### src/logic/alarm_eval_pkg.sv
// constants and types for the process alarm evaluator
`default_nettype none
package alarm_eval_pkg;

  // ******************************
  // register map (byte addresses)
  // ******************************
  localparam logic [7:0] OFS_CTRL = 8'h00;
  localparam logic [7:0] OFS_UPPER = 8'h04;
  localparam logic [7:0] OFS_LOWER = 8'h08;
  localparam logic [7:0] OFS_OUTER = 8'h0c;
  localparam logic [7:0] OFS_GOAL1 = 8'h10;
  localparam logic [7:0] OFS_GOAL2 = 8'h14;
  localparam logic [7:0] OFS_ADLY = 8'h18;
  localparam logic [7:0] OFS_RDLY = 8'h1c;
  localparam logic [7:0] OFS_STATUS = 8'h20;

  // ******************************
  // control field positions
  // ******************************
  localparam int KIND_LSB = 0;
  localparam int REF_LSB = 4;
  localparam int COLOUR_LSB = 6;
  localparam int OUTER_EN_BIT = 8;
  localparam int LATCH_LSB = 9;
  localparam int POLARITY_BIT = 11;
  localparam int PON_BIT = 12;
  localparam int GOAL2_DEV_BIT = 13;
  localparam int CTRL_W = 14;

  // ******************************
  // reset values
  // ******************************
  localparam logic [CTRL_W-1:0] CTRL_RST = 14'h0000;
  localparam logic [15:0] ADLY_RST = 16'h000a;
  localparam logic [15:0] RDLY_RST = 16'h0000;
  localparam logic [15:0] PARAM_RST = 16'h0000;

  // ******************************
  // timing
  // ******************************
  localparam int CLK_PERIOD_NS = 10;
  localparam int DELAY_STEP_NS = 100_000_000;
  localparam int STEP_CYCLES = DELAY_STEP_NS / CLK_PERIOD_NS;

  // ******************************
  // encodings
  // ******************************
  typedef enum logic [2:0] {
    kind_off = 3'h0,
    kind_over = 3'h1,
    kind_under = 3'h2,
    kind_outside_window = 3'h3,
    kind_inside_window = 3'h4
  } kind_t;

  typedef enum logic [1:0] {
    reference_absolute = 2'h0,
    reference_dev_first_goal = 2'h1,
    reference_dev_second_goal = 2'h2,
    reference_profile_goal = 2'h3
  } ref_t;

  typedef enum logic [1:0] {
    colour_red = 2'h0,
    colour_amber = 2'h1,
    colour_green = 2'h2,
    colour_keep = 2'h3
  } colour_t;

  typedef enum logic [1:0] {
    latch_none = 2'h0,
    latch_panel = 2'h1,
    latch_both = 2'h2,
    latch_remote_clear = 2'h3
  } latch_t;

endpackage : alarm_eval_pkg
`default_nettype wire

### src/logic/process_alarm_evaluator.sv
// alarm evaluator for one process alarm channel with wishbone registers
//
// Overview of operation
// - kind off: channel raises no alarm and no display change; contact rests at its non-alarm level, high for closed polarity.
// - over kind: alarm while process value above upper trigger.
// - under kind: alarm while process value below lower trigger.
// - outside-window kind: alarm when value outside lower..upper window.
// - band kind: alarm when value inside lower..upper window.
// - absolute reference: parameters are the trigger levels directly.
// - deviation reference: trigger is parameter plus first or second goal.
// - profile reference: trigger is parameter plus instantaneous profile goal.
// - second goal is absolute, or a deviation following the first goal.
// - active alarm selects red, amber or green display; keep leaves it.
// - outer mode adds outer thresholds at an offset; off means none.
// - no latching: alarm drops as soon as condition goes.
// - panel latching: alarm held until a front-panel clear.
// - combined latching: held until panel or digital input clear.
// - remote latching: held until digital input clear; panel ignored.
// - contact polarity: open drives active, closed drives inactive on alarm.
// - option bit is read while control still holds its reset value, so alarm always starts inactive at power on.
// - assert delay in tenths of seconds, default one second.
// - release delay in tenths of seconds, default zero.
//
// Design decisions made here: the Wishbone slave port and the placing of the registers.
`default_nettype none
module process_alarm_evaluator
  import alarm_eval_pkg::*;
#(
  parameter int STEP_CYC = STEP_CYCLES
) (
  input wire logic clk_i,
  input wire logic rst_i,
  input wire logic cyc_i,
  input wire logic stb_i,
  input wire logic we_i,
  input wire logic [7:0] adr_i,
  input wire logic [3:0] sel_i,
  input wire logic [31:0] dat_i,
  output logic [31:0] dat_o,
  output logic ack_o,
  input wire logic [15:0] pv_i,
  input wire logic pv_valid_i,
  input wire logic [15:0] profile_goal_i,
  input wire logic panel_clear_i,
  input wire logic remote_clear_i,
  output logic alarm_o,
  output logic outer_alarm_o,
  output logic contact_o,
  output logic colour_change_o,
  output logic [1:0] colour_o
);

  // ******************************
  // register file
  // ******************************
  logic [CTRL_W-1:0] ctrl_r;
  logic [15:0] upper_r;
  logic [15:0] lower_r;
  logic [15:0] outer_r;
  logic [15:0] goal1_r;
  logic [15:0] goal2_r;
  logic [15:0] adly_r;
  logic [15:0] rdly_r;
  logic ack_r;
  logic [31:0] rdata_r;
  logic wr_stb;
  logic [31:0] status_w;

  kind_t kind;
  ref_t ref_sel;
  latch_t latch_sel;
  logic outer_en;
  logic polarity_nc;
  logic goal2_dev;

  assign kind = kind_t'(ctrl_r[KIND_LSB +: 3]);
  assign ref_sel = ref_t'(ctrl_r[REF_LSB +: 2]);
  assign latch_sel = latch_t'(ctrl_r[LATCH_LSB +: 2]);
  assign outer_en = ctrl_r[OUTER_EN_BIT];
  assign polarity_nc = ctrl_r[POLARITY_BIT];
  assign goal2_dev = ctrl_r[GOAL2_DEV_BIT];

  assign wr_stb = cyc_i && stb_i && we_i && !ack_r;

  function automatic logic [15:0] merge16(input logic [15:0] old_v, input logic [31:0] d,
                                          input logic [3:0] s);
    logic [15:0] v;
    v = old_v;
    if (s[0]) begin
      v[7:0] = d[7:0];
    end
    if (s[1]) begin
      v[15:8] = d[15:8];
    end
    return v;
  endfunction : merge16

  always_ff @(posedge clk_i) begin
    if (rst_i) begin
      ack_r <= 1'b0;
    end else begin
      ack_r <= cyc_i && stb_i && !ack_r;
    end
  end

  assign ack_o = ack_r;

  always_ff @(posedge clk_i) begin
    if (rst_i) begin
      ctrl_r <= CTRL_RST;
      upper_r <= PARAM_RST;
      lower_r <= PARAM_RST;
      outer_r <= PARAM_RST;
      goal1_r <= PARAM_RST;
      goal2_r <= PARAM_RST;
      adly_r <= ADLY_RST;
      rdly_r <= RDLY_RST;
    end else if (wr_stb) begin
      case (adr_i)
        OFS_CTRL: ctrl_r <= CTRL_W'(merge16(16'(ctrl_r), dat_i, sel_i));
        OFS_UPPER: upper_r <= merge16(upper_r, dat_i, sel_i);
        OFS_LOWER: lower_r <= merge16(lower_r, dat_i, sel_i);
        OFS_OUTER: outer_r <= merge16(outer_r, dat_i, sel_i);
        OFS_GOAL1: goal1_r <= merge16(goal1_r, dat_i, sel_i);
        OFS_GOAL2: goal2_r <= merge16(goal2_r, dat_i, sel_i);
        OFS_ADLY: adly_r <= merge16(adly_r, dat_i, sel_i);
        OFS_RDLY: rdly_r <= merge16(rdly_r, dat_i, sel_i);
        default: begin
        end
      endcase
    end
  end

  always_ff @(posedge clk_i) begin
    if (rst_i) begin
      rdata_r <= 32'h0000_0000;
    end else if (cyc_i && stb_i && !we_i && !ack_r) begin
      case (adr_i)
        OFS_CTRL: rdata_r <= 32'(ctrl_r);
        OFS_UPPER: rdata_r <= 32'(upper_r);
        OFS_LOWER: rdata_r <= 32'(lower_r);
        OFS_OUTER: rdata_r <= 32'(outer_r);
        OFS_GOAL1: rdata_r <= 32'(goal1_r);
        OFS_GOAL2: rdata_r <= 32'(goal2_r);
        OFS_ADLY: rdata_r <= 32'(adly_r);
        OFS_RDLY: rdata_r <= 32'(rdly_r);
        OFS_STATUS: rdata_r <= status_w;
        default: rdata_r <= 32'h0000_0000;
      endcase
    end
  end

  assign dat_o = rdata_r;

  // ******************************
  // trigger levels
  // ******************************
  logic signed [17:0] goal2_eff;
  logic signed [17:0] base;
  logic signed [17:0] trig_hi;
  logic signed [17:0] trig_lo;
  logic signed [17:0] outer_hi;
  logic signed [17:0] outer_lo;
  logic signed [17:0] pv_s;

  always_comb begin
    goal2_eff = goal2_dev ? 18'(signed'(goal1_r)) + 18'(signed'(goal2_r))
                          : 18'(signed'(goal2_r));
    case (ref_sel)
      reference_dev_first_goal: base = 18'(signed'(goal1_r));
      reference_dev_second_goal: base = goal2_eff;
      reference_profile_goal: base = 18'(signed'(profile_goal_i));
      default: base = 18'sh00000;
    endcase
    trig_hi = base + 18'(signed'(upper_r));
    trig_lo = base + 18'(signed'(lower_r));
    outer_hi = trig_hi + 18'(signed'(outer_r));
    outer_lo = trig_lo - 18'(signed'(outer_r));
    pv_s = 18'(signed'(pv_i));
  end

  // ******************************
  // channel enable, unused kind codes act as off
  // ******************************
  logic chan_off;

  assign chan_off = !(kind inside {kind_over, kind_under, kind_outside_window, kind_inside_window});

  // ******************************
  // comparison
  // ******************************
  logic cond;
  logic outer_cond;

  always_comb begin
    case (kind)
      kind_over: cond = pv_s > trig_hi;
      kind_under: cond = pv_s < trig_lo;
      kind_outside_window: cond = (pv_s > trig_hi) || (pv_s < trig_lo);
      kind_inside_window: cond = (pv_s >= trig_lo) && (pv_s <= trig_hi);
      default: cond = 1'b0;
    endcase
    outer_cond = outer_en && !chan_off && ((pv_s > outer_hi) || (pv_s < outer_lo));
  end

  // ******************************
  // delay step divider
  // ******************************
  logic [31:0] div_r;
  logic step;

  assign step = (div_r == 32'(STEP_CYC - 1));

  always_ff @(posedge clk_i) begin
    if (rst_i) begin
      div_r <= 32'h0000_0000;
    end else if (step) begin
      div_r <= 32'h0000_0000;
    end else begin
      div_r <= div_r + 32'h0000_0001;
    end
  end

  // ******************************
  // condition sample and timers
  // ******************************
  logic cond_r;
  logic [15:0] on_cnt_r;
  logic [15:0] off_cnt_r;

  always_ff @(posedge clk_i) begin
    if (rst_i) begin
      cond_r <= 1'b0;
    end else if (pv_valid_i) begin
      cond_r <= cond;
    end
  end

  always_ff @(posedge clk_i) begin
    if (rst_i) begin
      on_cnt_r <= 16'h0000;
      off_cnt_r <= 16'h0000;
    end else begin
      if (!cond_r) begin
        on_cnt_r <= 16'h0000;
      end else if (step && on_cnt_r != 16'hffff) begin
        on_cnt_r <= on_cnt_r + 16'h0001;
      end
      if (cond_r) begin
        off_cnt_r <= 16'h0000;
      end else if (step && off_cnt_r != 16'hffff) begin
        off_cnt_r <= off_cnt_r + 16'h0001;
      end
    end
  end

  // ******************************
  // alarm state, latch and clears
  // ******************************
  logic init_r;
  logic alarm_r;
  logic latched_r;
  logic clr_pend_r;
  logic outer_r2;
  logic clr_req;
  logic on_due;
  logic off_due;

  always_comb begin
    case (latch_sel)
      latch_panel: clr_req = panel_clear_i;
      latch_both: clr_req = panel_clear_i || remote_clear_i;
      latch_remote_clear: clr_req = remote_clear_i;
      default: clr_req = 1'b0;
    endcase
  end

  assign on_due = cond_r && cond && (on_cnt_r >= adly_r);
  assign off_due = !cond_r && !cond && (off_cnt_r >= rdly_r);

  // ******************************
  // power-on and alarm state
  // ******************************

  always_ff @(posedge clk_i) begin
    if (rst_i) begin
      init_r <= 1'b1;
    end else begin
      init_r <= 1'b0;
    end
  end

  always_ff @(posedge clk_i) begin
    if (rst_i) begin
      clr_pend_r <= 1'b0;
    end else if (clr_req) begin
      clr_pend_r <= 1'b1;
    end else if (pv_valid_i) begin
      clr_pend_r <= 1'b0;
    end
  end

  always_ff @(posedge clk_i) begin
    if (rst_i) begin
      alarm_r <= 1'b0;
    end else if (init_r) begin
      alarm_r <= ctrl_r[PON_BIT];
    end else if (chan_off) begin
      alarm_r <= 1'b0;
    end else if (pv_valid_i) begin
      if (on_due) begin
        alarm_r <= 1'b1;
      end else if (off_due) begin
        alarm_r <= 1'b0;
      end
    end
  end

  // ******************************
  // latch
  // ******************************

  always_ff @(posedge clk_i) begin
    if (rst_i) begin
      latched_r <= 1'b0;
    end else if (chan_off || latch_sel == latch_none) begin
      latched_r <= 1'b0;
    end else if (pv_valid_i) begin
      if (alarm_r || on_due) begin
        latched_r <= 1'b1;
      end else if (clr_pend_r || clr_req) begin
        latched_r <= 1'b0;
      end
    end
  end

  // ******************************
  // outer thresholds
  // ******************************

  always_ff @(posedge clk_i) begin
    if (rst_i) begin
      outer_r2 <= 1'b0;
    end else if (chan_off || !outer_en) begin
      outer_r2 <= 1'b0;
    end else if (pv_valid_i) begin
      outer_r2 <= outer_cond;
    end
  end

  // ******************************
  // outputs
  // ******************************
  logic alarm_eff;

  assign alarm_eff = alarm_r || latched_r;

  always_ff @(posedge clk_i) begin
    if (rst_i) begin
      alarm_o <= 1'b0;
      outer_alarm_o <= 1'b0;
      contact_o <= 1'b0;
      colour_change_o <= 1'b0;
      colour_o <= colour_keep;
    end else begin
      alarm_o <= alarm_eff;
      outer_alarm_o <= outer_r2;
      contact_o <= polarity_nc ? !alarm_eff : alarm_eff;
      colour_change_o <= alarm_eff && (ctrl_r[COLOUR_LSB +: 2] != colour_keep);
      colour_o <= alarm_eff ? ctrl_r[COLOUR_LSB +: 2] : colour_keep;
    end
  end

  assign status_w = {8'h00, off_cnt_r[7:0], on_cnt_r[7:0],
                     3'h0, clr_pend_r, outer_r2, latched_r, alarm_r, cond_r};

endmodule : process_alarm_evaluator
`default_nettype wire

### config.mk
export PLATFORM = sky130hd
export DESIGN_NAME = process_alarm_evaluator
export DESIGN_NICKNAME = d
export VERILOG_FILES = /design/src/logic/alarm_eval_pkg.sv /design/src/logic/process_alarm_evaluator.sv
export SDC_FILE = /design/constraint.sdc
export NUM_CORES = 1
export LEC_CHECK = 0
export BUFFER_PORTS_ARGS = -buffer_cell sky130_fd_sc_hd__buf_2
export CAP_MARGIN = 25
export CORE_MARGIN = 2
export CORE_UTILIZATION = 41
export CTS_CLUSTER_DIAMETER = 30
export DETAILED_ROUTE_END_ITERATION = 8
export SYNTH_ARGS = -nofsm -noshare
export SYNTH_HDL_FRONTEND = slang
export SYNTH_SLANG_ARGS = --single-unit
export TNS_END_PERCENT = 5
### constraint.sdc
create_clock -name clk_i -period 18.1 [get_ports clk_i]
set_input_delay 1.81 -clock clk_i [delete_from_list [all_inputs] [get_ports clk_i]]
set_output_delay 1.81 -clock clk_i [all_outputs]
set_load 0.005 [all_outputs]
After elaboration in Yosys (flattened, before gate mapping):

Index checks and enable logic that the tools add are counted.

* latch bits: 0
* memory bits (writable): 0
* register bits after elaboration: 235
* output and inout port bits: 39
* input bits: 84
* ROM bits: 0
* logic and storage cells: 150
* memories: 0

* bitwise gates (word level): 2
* shift operators: 0
* add/sub/neg operators: 8
* magnitude comparators: 8
* $mul: 0
* reduce and logical (&&, ||, !) cells: 60
* equal/unequal tests: 24
* muxes and demuxes: 16
* divide/modulo/power cells: 0

Operator list (number)
* one-hot mux 24 bit (9 select lines): 1
* adder 18 x 16 -> 18 bit: 3
* one-hot mux 18 bit (3 select lines): 1
* AND reduction 3 bit: 16
* greater-than comparator 16 x 18 -> 1 bit: 2
* less-than comparator 16 x 18 -> 1 bit: 2
* adder 16 x 1 -> 16 bit, second input constant: 2
* adder 32 x 1 -> 32 bit, second input constant: 1
* equality test 32 x 24 -> 1 bit, second input constant: 1
* equality test 8 x 5 -> 1 bit, second input constant: 4
* greater-or-equal comparator 16 bit: 2
* != test 16 bit, second input constant: 2
* greater-or-equal comparator 16 x 18 -> 1 bit: 1
* <= comparator 16 x 18 -> 1 bit: 1
* 2-to-1 mux 18 bit: 1
* subtractor 18 x 16 -> 18 bit: 1
* adder 16 x 16 -> 17 bit: 1
* equality test 8 x 4 -> 1 bit, second input constant: 2
* logical AND 1 bit: 16
* OR reduction 2 bit: 6
* 2-to-1 mux 1 bit: 11
* equality test 2 bit, second input constant: 4
* equality test 8 x 3 -> 1 bit, second input constant: 1
* equality test 8 x 6 -> 1 bit, second input constant: 1
* other kinds (17): 35

Longest topological paths before layout:

Gate-level depths: netlist of run 1.

* depth in word-level cells: 15
* depth in mapped cells: 35
* gate-level depth less buffers: 35

Least setup slack after synthesis of run 1:

OpenSTA, ideal clock, no wires.

* kind: input to register
* start: in profile_goal_i[0]
* end: reg outer_r2
* stages on the path: 25
* buffers on the path: 0
* library setup time: 0.124 ns
* slack: 11.787 ns
* required time: 17.976 ns
* arrival time: 6.189 ns
* cell sequence: o211ai_1 > o21ai_0 > ha_1 > fa_1 > a21o_1 > a21oi_1 > o21bai_1 > a211o_1 > and2_1 > a21oi_1 > xnor2_1 > ha_1 > a21oi_1 > o21ai_0 > o31ai_1 > o2111ai_1 > a21oi_1 > xnor2_1 > xnor2_1 > ha_1 > nand4_1 > nor3_1 > o41ai_1 > nand3_1 > a31oi_1

* cells in the longest elaborated chain, start to end: 6
* elaborated cells on any way between the ends: 9
* those cells by class: add/sub (4); order compare (2); mux (1); reduce/logical (2)

RTL lines
* start, declared: RTL line process_alarm_evaluator.sv:43 `input wire logic [15:0] profile_goal_i,`
* one-hot mux 18 bit (3 select lines) *: RTL line process_alarm_evaluator.sv:169 `case (ref_sel)`
* adder 18 x 16 -> 18 bit (on tied branches): RTL line process_alarm_evaluator.sv:175, process_alarm_evaluator.sv:176
* adder 18 x 16 -> 18 bit or subtractor 18 x 16 -> 18 bit (tied branches): RTL line process_alarm_evaluator.sv:177, process_alarm_evaluator.sv:178
* greater-than comparator 16 x 18 -> 1 bit or less-than comparator 16 x 18 -> 1 bit (tied branches): RTL line process_alarm_evaluator.sv:203 `outer_cond = outer_en && !chan_off && ((pv_s > outer_hi) || (pv_s < outer_lo));`
* logical OR 1 bit *: RTL line process_alarm_evaluator.sv:203
* logical AND 1 bit *: RTL line process_alarm_evaluator.sv:203
* end signal, assigned: RTL line process_alarm_evaluator.sv:347 `outer_r2 <= outer_cond;`
* end, declared: RTL line process_alarm_evaluator.sv:264 `logic outer_r2;`

Mark *: on every way between the ends. The rest lies on a longest branch, timed or not.
A chain may end at the register's enable or synchronous reset.

Worst setup path after layout of run 1:

* start: reg goal1_r[0]
* end: reg alarm_r

* cells in the longest elaborated chain, start to end: 13
* elaborated cells on any way between the ends: 23
* those cells by class: add/sub (3); order compare (4); eq/ne (1); mux (7); reduce/logical (8)

RTL lines
* start, declared: RTL line process_alarm_evaluator.sv:60 `logic [15:0] goal1_r;`
* start signal, assigned: RTL line process_alarm_evaluator.sv:124 `OFS_GOAL1: goal1_r <= merge16(goal1_r, dat_i, sel_i);`
* adder 16 x 16 -> 17 bit: RTL line process_alarm_evaluator.sv:167 `goal2_eff = goal2_dev ? 18'(signed'(goal1_r)) + 18'(signed'(goal2_r))`
* 2-to-1 mux 18 bit: RTL line process_alarm_evaluator.sv:167
* one-hot mux 18 bit (3 select lines) *: RTL line process_alarm_evaluator.sv:169
* adder 18 x 16 -> 18 bit (on tied branches): RTL line process_alarm_evaluator.sv:176, process_alarm_evaluator.sv:175
* greater-or-equal comparator 16 x 18 -> 1 bit, or another cell as far along: RTL line process_alarm_evaluator.sv:200 `kind_inside_window: cond = (pv_s >= trig_lo) && (pv_s <= trig_hi);`
* logical AND 1 bit or logical OR 1 bit (tied branches): RTL line process_alarm_evaluator.sv:200, process_alarm_evaluator.sv:199
* one-hot mux 1 bit (4 select lines) *: RTL line process_alarm_evaluator.sv:196 `case (kind)`
* logical AND 1 bit (2 in series): RTL line process_alarm_evaluator.sv:278 `assign on_due = cond_r && cond && (on_cnt_r >= adly_r);`
* 2-to-1 mux 1 bit: RTL line process_alarm_evaluator.sv:311 `if (on_due) begin`
* 2-to-1 mux 1 bit: RTL line process_alarm_evaluator.sv:310 `end else if (pv_valid_i) begin`
* 2-to-1 mux 1 bit: RTL line process_alarm_evaluator.sv:308 `end else if (chan_off) begin`
* 2-to-1 mux 1 bit: RTL line process_alarm_evaluator.sv:306 `end else if (init_r) begin`
* end signal, assigned: RTL line process_alarm_evaluator.sv:307 `alarm_r <= ctrl_r[PON_BIT];`
* end, declared: RTL line process_alarm_evaluator.sv:261 `logic alarm_r;`

Mark *: on every way between the ends. The rest lies on a longest branch, timed or not. The select of a mux whose other input is x is not followed.

==> impl_metrics.py, run 1 <==
metrics = {
    "critical_path": {
        "critical_path_required_ns": 18.58,
        "cp-start-kind": "flop",
        "path_max_fanout": 6,
        "cp.arrival_ns": 7.60,
        "cp-end-kind": "flop",
        "crit_type": "reg -> reg",
    },
    "clock_tree": {
        "clock_sinks": 227,
        "cts-root-buf": "clkbuf_16",
        "cts_buffers": 55,
        "holdBufCountCts": 0,
        "clk_latency_ns": 0.58,
        "htreeDepth": 2,
        "cts_resized": 0,
        "cts.clk_slew.worst_paths_ns": 0.05,
        "cts_buffer_depth": 3,
        "post-cts-setup-buffers": 0,
        "cts_tree": "yes",
    },
    "global_routing": {
        "track_usage": 0.254,
        "grt_max_degree": 94,
        "grt_first_pass_wirelength_um": 82300,
        "grt_pass1_vias": 14738,
        "gr-total-overflow": 0,
        "antenna_found_initial": 1,
    },
    "timing": {
        "rsz0062_at_grt": "no",
        "slew_headroom": 0.309,
        "finalCritPeriodShare": 0.394,
        "skew_ns": 0.0211,
        "slew_violations": 0,
        "postLayoutSetupSlackWorst_ns": 10.97,
        "fin_crit_ns": 7.13,
        "fin_tns_setup_ns": 0,
        "finalSetupViolCount": 0,
        "fmax_mhz": 140,
        "final_hold_viol_count": 0,
        "tightestPinTransition_ns": 1.04,
    },
    "placed_design": {
        "hpwl_um": 40000,
        "gp_congestion": 0.941,
        "place_inst": 2631,
        "io_buffers": 96,
        "dp_slack_ns": 10.64,
        "postPlaceCellArea_um2": 17100,
    },
    "hold_path": {
        "hold_class": "reg -> reg",
    },
    "pwr": {
        "p_switching_w": 0.000369,
        "p_int_w": 0.00122,
        "power_leakage_nw": 7.37,
        "pwr-share-clk": 0.646,
        "p_sw_frac": 0.233,
        "comb_power_share": 0.036,
        "p_seq_frac": 0.318,
        "powerDensity_nw_per_um2": 83.1,
        "ir_drop_v": 0.0000852,
    },
    "drt": {
        "wl_per_cell_um": 19.4,
        "final_antenna_net_count": 0,
        "totalWireLength_um": 53000,
        "first_pass_iters": 9,
        "vias": 15690,
        "drt-initial-drc-count": 1550,
        "drcViolationCount": 0,
        "via_per_inst": 5.74,
    },
    "run_status": {
        "status": "finished clean",
    },
    "synthesis": {
        "ys_types": 75,
        "yosysSeqAreaShare": 0.280,
        "ys_warn_count": 0,
        "postSynthCellCount": 2098,
        "synth-compound-area-share": 0.208,
        "synth_xor_area_frac": 0.0692,
        "mappedNetlistArea_um2": 16200,
        "synth_seq_cells": 227,
        "synth_fa_ha_area_frac": 0.153,
        "synth_top_family_by_area": "simple AND/OR/NAND/NOR gates",
        "synth_edf_count": 0,
        "ys.flop_type": "dfxtp_1",
        "synthMuxAreaShare": 0.00934,
        "synthSimpleGateAreaFrac": 0.226,
        "syn_avg_cell_area_um2": 7.72,
        "async_reset_ff_frac": 0,
    },
    "floorplanning": {
        "io_pins": 123,
        "die_h_um": 203,
        "dieArea_um2": 41100,
        "num_rows": 72,
        "core_um2": 38800,
        "start_util": 0.417,
        "fp.dieW_um": 203,
    },
    "final_layout": {
        "fin_nets": 2450,
        "stdcell_area_um2": 19100,
        "area_delta_synth_final_pct": 17.6,
        "layout-drive-gt1-share": 0.111,
        "fin_cells": 2734,
    },
    "job": {
        "maxCapViolCount": 0,
    },
}
[state kept, by name, summed over array words and instances (netlist names), 2 cells and up]
| name | flops |
|---|---|
| adly_r | 16 |
| colour_o | 2 |
| ctrl_r | 14 |
| dat_o | 24 |
| div_r | 32 |
| goal1_r | 16 |
| goal2_r | 16 |
| lower_r | 16 |
| off_cnt_r | 16 |
| on_cnt_r | 16 |
| outer_r | 16 |
| rdly_r | 16 |
| upper_r | 16 |
[Yosys cell counts (5+ instances only)]
cell	number	share of area
buf_4	8	0.0037
nand2_1	263	0.061
o211ai_1	8	0.0037
nor4_1	7	0.0027
nor2_1	137	0.032
a21oi_1	250	0.077
and2_1	22	0.0085
xnor2_1	59	0.032
a211oi_1	14	0.0065
o21ai_0	76	0.023
buf_1	13	0.0030
nor3b_1	5	0.0023
o2111ai_1	7	0.0038
dfxtp_1	227	0.28
nor2b_1	17	0.0066
inv_1	117	0.027
nand4_1	26	0.010
a31oi_1	11	0.0042
a21o_1	33	0.015
o21bai_1	11	0.0051
ha_1	190	0.15
nand3_1	172	0.053
or2_2	11	0.0042
and4_1	8	0.0043
nand2b_1	25	0.0097
xor2_1	69	0.037
fa_1	5	0.0062
or3_1	18	0.0070
a211o_1	6	0.0032
o31ai_1	6	0.0028
o21a_1	17	0.0079
a22oi_1	17	0.0079
mux2i_1	14	0.0086
and3_1	12	0.0046
a221oi_1	6	0.0032
nor3_1	30	0.0093
a222oi_1	33	0.020
clkbuf_1	83	0.019
[critical path: stages (launching register included)]
cell      delay, ns
dfxtp_1        0.33
ha_1           0.23
fa_1           0.40
a21o_1         0.19
a21oi_1        0.23
o21ba_2        0.18
o21ai_0        0.14
nand4_1        0.18
a311oi_1       0.15
o21ai_0        0.23
mux2_2         0.36
o21ai_0        0.58
ha_1           0.35
nand4_1        0.13
o21ai_0        0.30
nand2_1        0.10
a31oi_1        0.31
ha_1           0.31
nand4_1        0.23
nor4bb_1       0.44
a221oi_1       0.16
o211ai_1       0.14
mux2i_1        0.45
a22oi_1        0.13
o21a_1         0.27
a221o_1        0.33
a21oi_1        0.16
[worst paths after layout]
kind | from | endpoint | slack (ns) | depth (start not counted)
worst max register to register | goal1_r[0]$_SDFFE_PP0P_ | alarm_r$_SDFFE_PP0P_ | 10.97 | 26
worst min register to register | dat_o[16]$_SDFFE_PP0P_ | dat_o[16]$_SDFFE_PP0P_ | 0.45 | 2
worst max-delay path | goal1_r[0]$_SDFFE_PP0P_ | alarm_r$_SDFFE_PP0P_ | 10.97 | 26
worst min-delay path | dat_o[16]$_SDFFE_PP0P_ | dat_o[16]$_SDFFE_PP0P_ | 0.45 | 2
[per-layer routing]
layer,vias up,global-route usage,share of wire
met3,96,0.0403,0.072
met5,-,0,0
met1,7363,0.334,0.43
met4,0,0.111,0.045
li1,7671,-,-
met2,560,0.410,0.45
[final cells by class]
type / instances / area [um^2]
well taps: 518 / 648
clock buffers: 65 / 1460
diodes: 1 / 2.50
flip-flops and latches: 227 / 4540
clock inverters: 36 / 482
multi-input cells: 1654 / 10800
inverters: 118 / 443
fillers: 3736 / 19800
repair buffers: 115 / 626
[power groups by stage]
| stage | Combinational (W) | Sequential [W] | Clock [W] |
|---|---|---|---|
| global route | 0.0000633 | 0.000503 | 0.00106 |
| finish | 0.0000572 | 0.000503 | 0.00102 |
| CTS | 0.0000566 | 0.000503 | 0.00104 |
| floorplan | 0.0000339 | 0.000512 | 0 |
| detailed placement | 0.0000564 | 0.000513 | 0 |
| global placement | 0.0000549 | 0.000513 | 0 |
[stage by stage]
stage	hold WS, ns	total power [W]	utilization
after floorplan	0.426	0.000546	-
after global placement	0.437	0.000568	0.440
after detailed placement	0.442	0.000569	0.440
after CTS	0.455	0.00160	0.491
after global routing	0.465	0.00163	0.491
final	0.450	0.00158	0.491
[logic make-up after synthesis]
group / Yosys count
multiplexers: 15
AND/OR/NAND/NOR: 771
AO/OA/AOI/OAI: 537
XOR/XNOR: 128
adder cells (fa/ha/maj): 195
flip-flops: 227
buffers and inverters: 224
other: 1
[layout by cell type, fill, tap and decap left out, types with 8 or more instances in the layout]
master        n
a211oi_1     14
a21o_1       33
a21oi_1     250
a222oi_1     33
a22oi_1      17
a31oi_1      11
and2_1       22
and3_1       10
and4_1        8
buf_2        95
buf_4        19
bufinv_16     8
clkbuf_16    55
clkinvlp_4   12
conb_1        8
dfxtp_1     227
ha_1        190
inv_1       117
mux2i_1      14
nand2_1     263
nand2b_1     25
nand3_1     172
nand4_1      26
nor2_1      134
nor2b_1      17
nor3_1       25
o211ai_1      8
o21a_1       17
o21ai_0      76
o21bai_1     11
or2_2        11
or3_1        18
xnor2_1      59
xor2_1       69
Note: power is estimated with default switching activity, not from simulation.
==> inputs of run 2 (changes only) <==
==> constraint.sdc (replaced) <==
create_clock -name clk_i -period 6.75 [get_ports clk_i]
set_input_delay 0.675 -clock clk_i [delete_from_list [all_inputs] [get_ports clk_i]]
set_output_delay 0.675 -clock clk_i [all_outputs]
set_load 0.005 [all_outputs]
==> run 2 against run 1 <==
  * The run now ends with design-rule violations left
  * Flip-flop and latch count did not move
  * Register-to-register slack got worse by 11 ns
  * Utilization rose by 0.88 points
  * Clock skew rose by 0.0035 ns
  * Hold slack got worse by 0.019 ns
  * Sequential power rose to 2.7 times the previous value
  * Clock-buffer cell count rose by 3
  * Critical path depth rose by 2
  * First-iteration DRC count rose by 7.8%
  * Die area did not move
  * Critical path type unchanged
  * Critical endpoint unchanged
==> impl_metrics.py, run 2 (synthesis gave the netlist of run 1 again) <==
metrics = {
    "job": {
        "maxCapViolCount": 0,
    },
    "drt": {
        "wl_per_cell_um": 19.3,
        "drt-initial-drc-count": 1671,
        "vias": 15810,
        "totalWireLength_um": 53000,
        "first_pass_iters": 9,
        "drcViolationCount": 10,
        "final_antenna_net_count": 0,
        "via_per_inst": 5.75,
    },
    "pwr": {
        "pwr-share-clk": 0.667,
        "p_int_w": 0.00351,
        "p_seq_frac": 0.299,
        "power_leakage_nw": 7.54,
        "powerDensity_nw_per_um2": 233,
        "comb_power_share": 0.034,
        "p_sw_frac": 0.223,
        "ir_drop_v": 0.000176,
        "p_switching_w": 0.00100,
    },
    "critical_path": {
        "cp.arrival_ns": 6.91,
        "path_max_fanout": 4,
        "crit_path_frequent_cell": "a21o_1",
        "cp-start-kind": "flop",
        "crit_type": "reg -> reg",
        "critical_path_required_ns": 7.24,
        "cpPeakStageDelay_ns": 0.40,
        "crit_slowest_cell": "fa_1",
        "cp-end-kind": "flop",
    },
    "final_layout": {
        "multiInputGateArea_um2": 10900,
        "layout_commonest_cell": "nand2_1",
        "final_util": 0.500,
        "largest_reg_flops": 32,
        "fin_nets": 2462,
        "final_cell_mix": "nand2_1 (263), a21oi_1 (247), dfxtp_1 (227), ha_1 (190), nand3_1 (172)",
        "num_antenna_cells": 0,
        "seqCellArea_um2": 4540,
        "area_delta_synth_final_pct": 19.7,
        "layout-drive-gt1-share": 0.122,
        "top_register": "div_r",
        "stdcell_area_um2": 19400,
        "fillers": 3802,
    },
    "global_routing": {
        "track_usage": 0.254,
        "gr-total-overflow": 0,
        "antenna_found_initial": 2,
        "grt_max_degree": 68,
        "grt_first_pass_wirelength_um": 82800,
        "grt_pass1_vias": 15187,
    },
    "clock_tree": {
        "cts-root-buf": "clkbuf_16",
        "htreeDepth": 2,
        "cts_buffers": 57,
        "cts_tree": "yes",
        "holdBufCountCts": 0,
        "clock_sinks": 227,
        "clk_latency_ns": 0.59,
        "cts.clk_slew.worst_paths_ns": 0.04,
        "cts_buffer_depth": 3,
    },
    "floorplanning": {
        "die_h_um": 203,
        "dieArea_um2": 41100,
        "num_rows": 72,
        "fp.dieW_um": 203,
        "start_util": 0.417,
        "core_um2": 38800,
        "io_pins": 123,
    },
    "placed_design": {
        "gp_congestion": 0.964,
        "postPlaceCellArea_um2": 17200,
        "io_buffers": 96,
        "hpwl_um": 40400,
    },
    "timing": {
        "slew_violations": 0,
        "skew_ns": 0.0246,
        "finalSetupViolCount": 0,
        "fin_crit_ns": 6.42,
        "final_hold_viol_count": 0,
        "tightestPinTransition_ns": 1.00,
        "finalCritPeriodShare": 0.951,
        "fin_tns_setup_ns": 0,
        "rsz0062_at_grt": "no",
        "fmax_mhz": 156,
        "slew_headroom": 0.333,
    },
    "run_status": {
        "violations": "design-rule violations",
        "status": "complete, but fails checks",
    },
    "hold_path": {
        "hold_class": "in -> reg",
    },
}
==> run 2: layer usage <==
metal  vias to the layer above  GRT usage  wire, um
li1                       7691          -         -
met1                      7412      0.334     22700
met2                       588      0.409     23600
met3                       119     0.0331      3900
met4                         0      0.131      2850
met5                         -          0         0
==> run 2: worst paths after layout <==
path,start,to,slack [ns],cells after the start
worst max register to register,goal1_r[0]$_SDFFE_PP0P_,alarm_r$_SDFFE_PP0P_,0.33,28
worst min register to register,dat_o[19]$_SDFFE_PP0P_,dat_o[19]$_SDFFE_PP0P_,0.45,2
worst max-delay path,goal1_r[0]$_SDFFE_PP0P_,alarm_r$_SDFFE_PP0P_,0.33,28
worst min-delay path,pv_valid_i,cond_r$_SDFFE_PP0P_,0.43,2
==> run 2: critical path: cells and delay by family (launching register included) <==
family | cells | cell delay [ns]
and+or+nand+nor | 2 | 0.42
muxes | 1 | 0.35
DFF | 1 | 0.34
adders and majority gates | 4 | 1.26
AOI/OAI and AO/OA | 19 | 3.65
xor gates and xnor gates | 2 | 0.30
==> run 2: layout make-up <==
| cell class | instances | area share |
|---|---|---|
| clock inverters | 38 | 0.0315 |
| well taps | 518 | 0.0334 |
| clock buffers | 68 | 0.0788 |
| inverters | 118 | 0.0228 |
| flip-flops and latches | 227 | 0.234 |
| repair buffers | 125 | 0.0361 |
| multi-input cells | 1654 | 0.563 |
==> run 2: stage by stage <==
stage	power (W)	worst slack, ns	hold WS, ns	cells
after floorplan	0.00146	1.09	0.426	2105
after global placement	0.00152	0.321	0.437	2641
after detailed placement	0.00153	0.230	0.447	2641
after CTS	0.00454	0.192	0.402	2747
after global routing	0.00463	0.0189	0.447	2748
final	0.00451	0.330	0.432	2748
==> run 2: power groups by stage <==
stage	logic [W]	registers, W	clock network [W]
final	0.000154	0.00135	0.00301
after global routing	0.000172	0.00135	0.00311
after CTS	0.000152	0.00135	0.00304
after detailed placement	0.000152	0.00137	0
after global placement	0.000148	0.00137	0
after floorplan	0.0000908	0.00137	0
==> run 2: repair_timing <==
item | in CTS | in global routing
setup endpoints to repair | 0 | 4
buffers inserted | 0 | 1
gates resized for setup | 0 | 20
hold endpoints to repair | 0 | 0
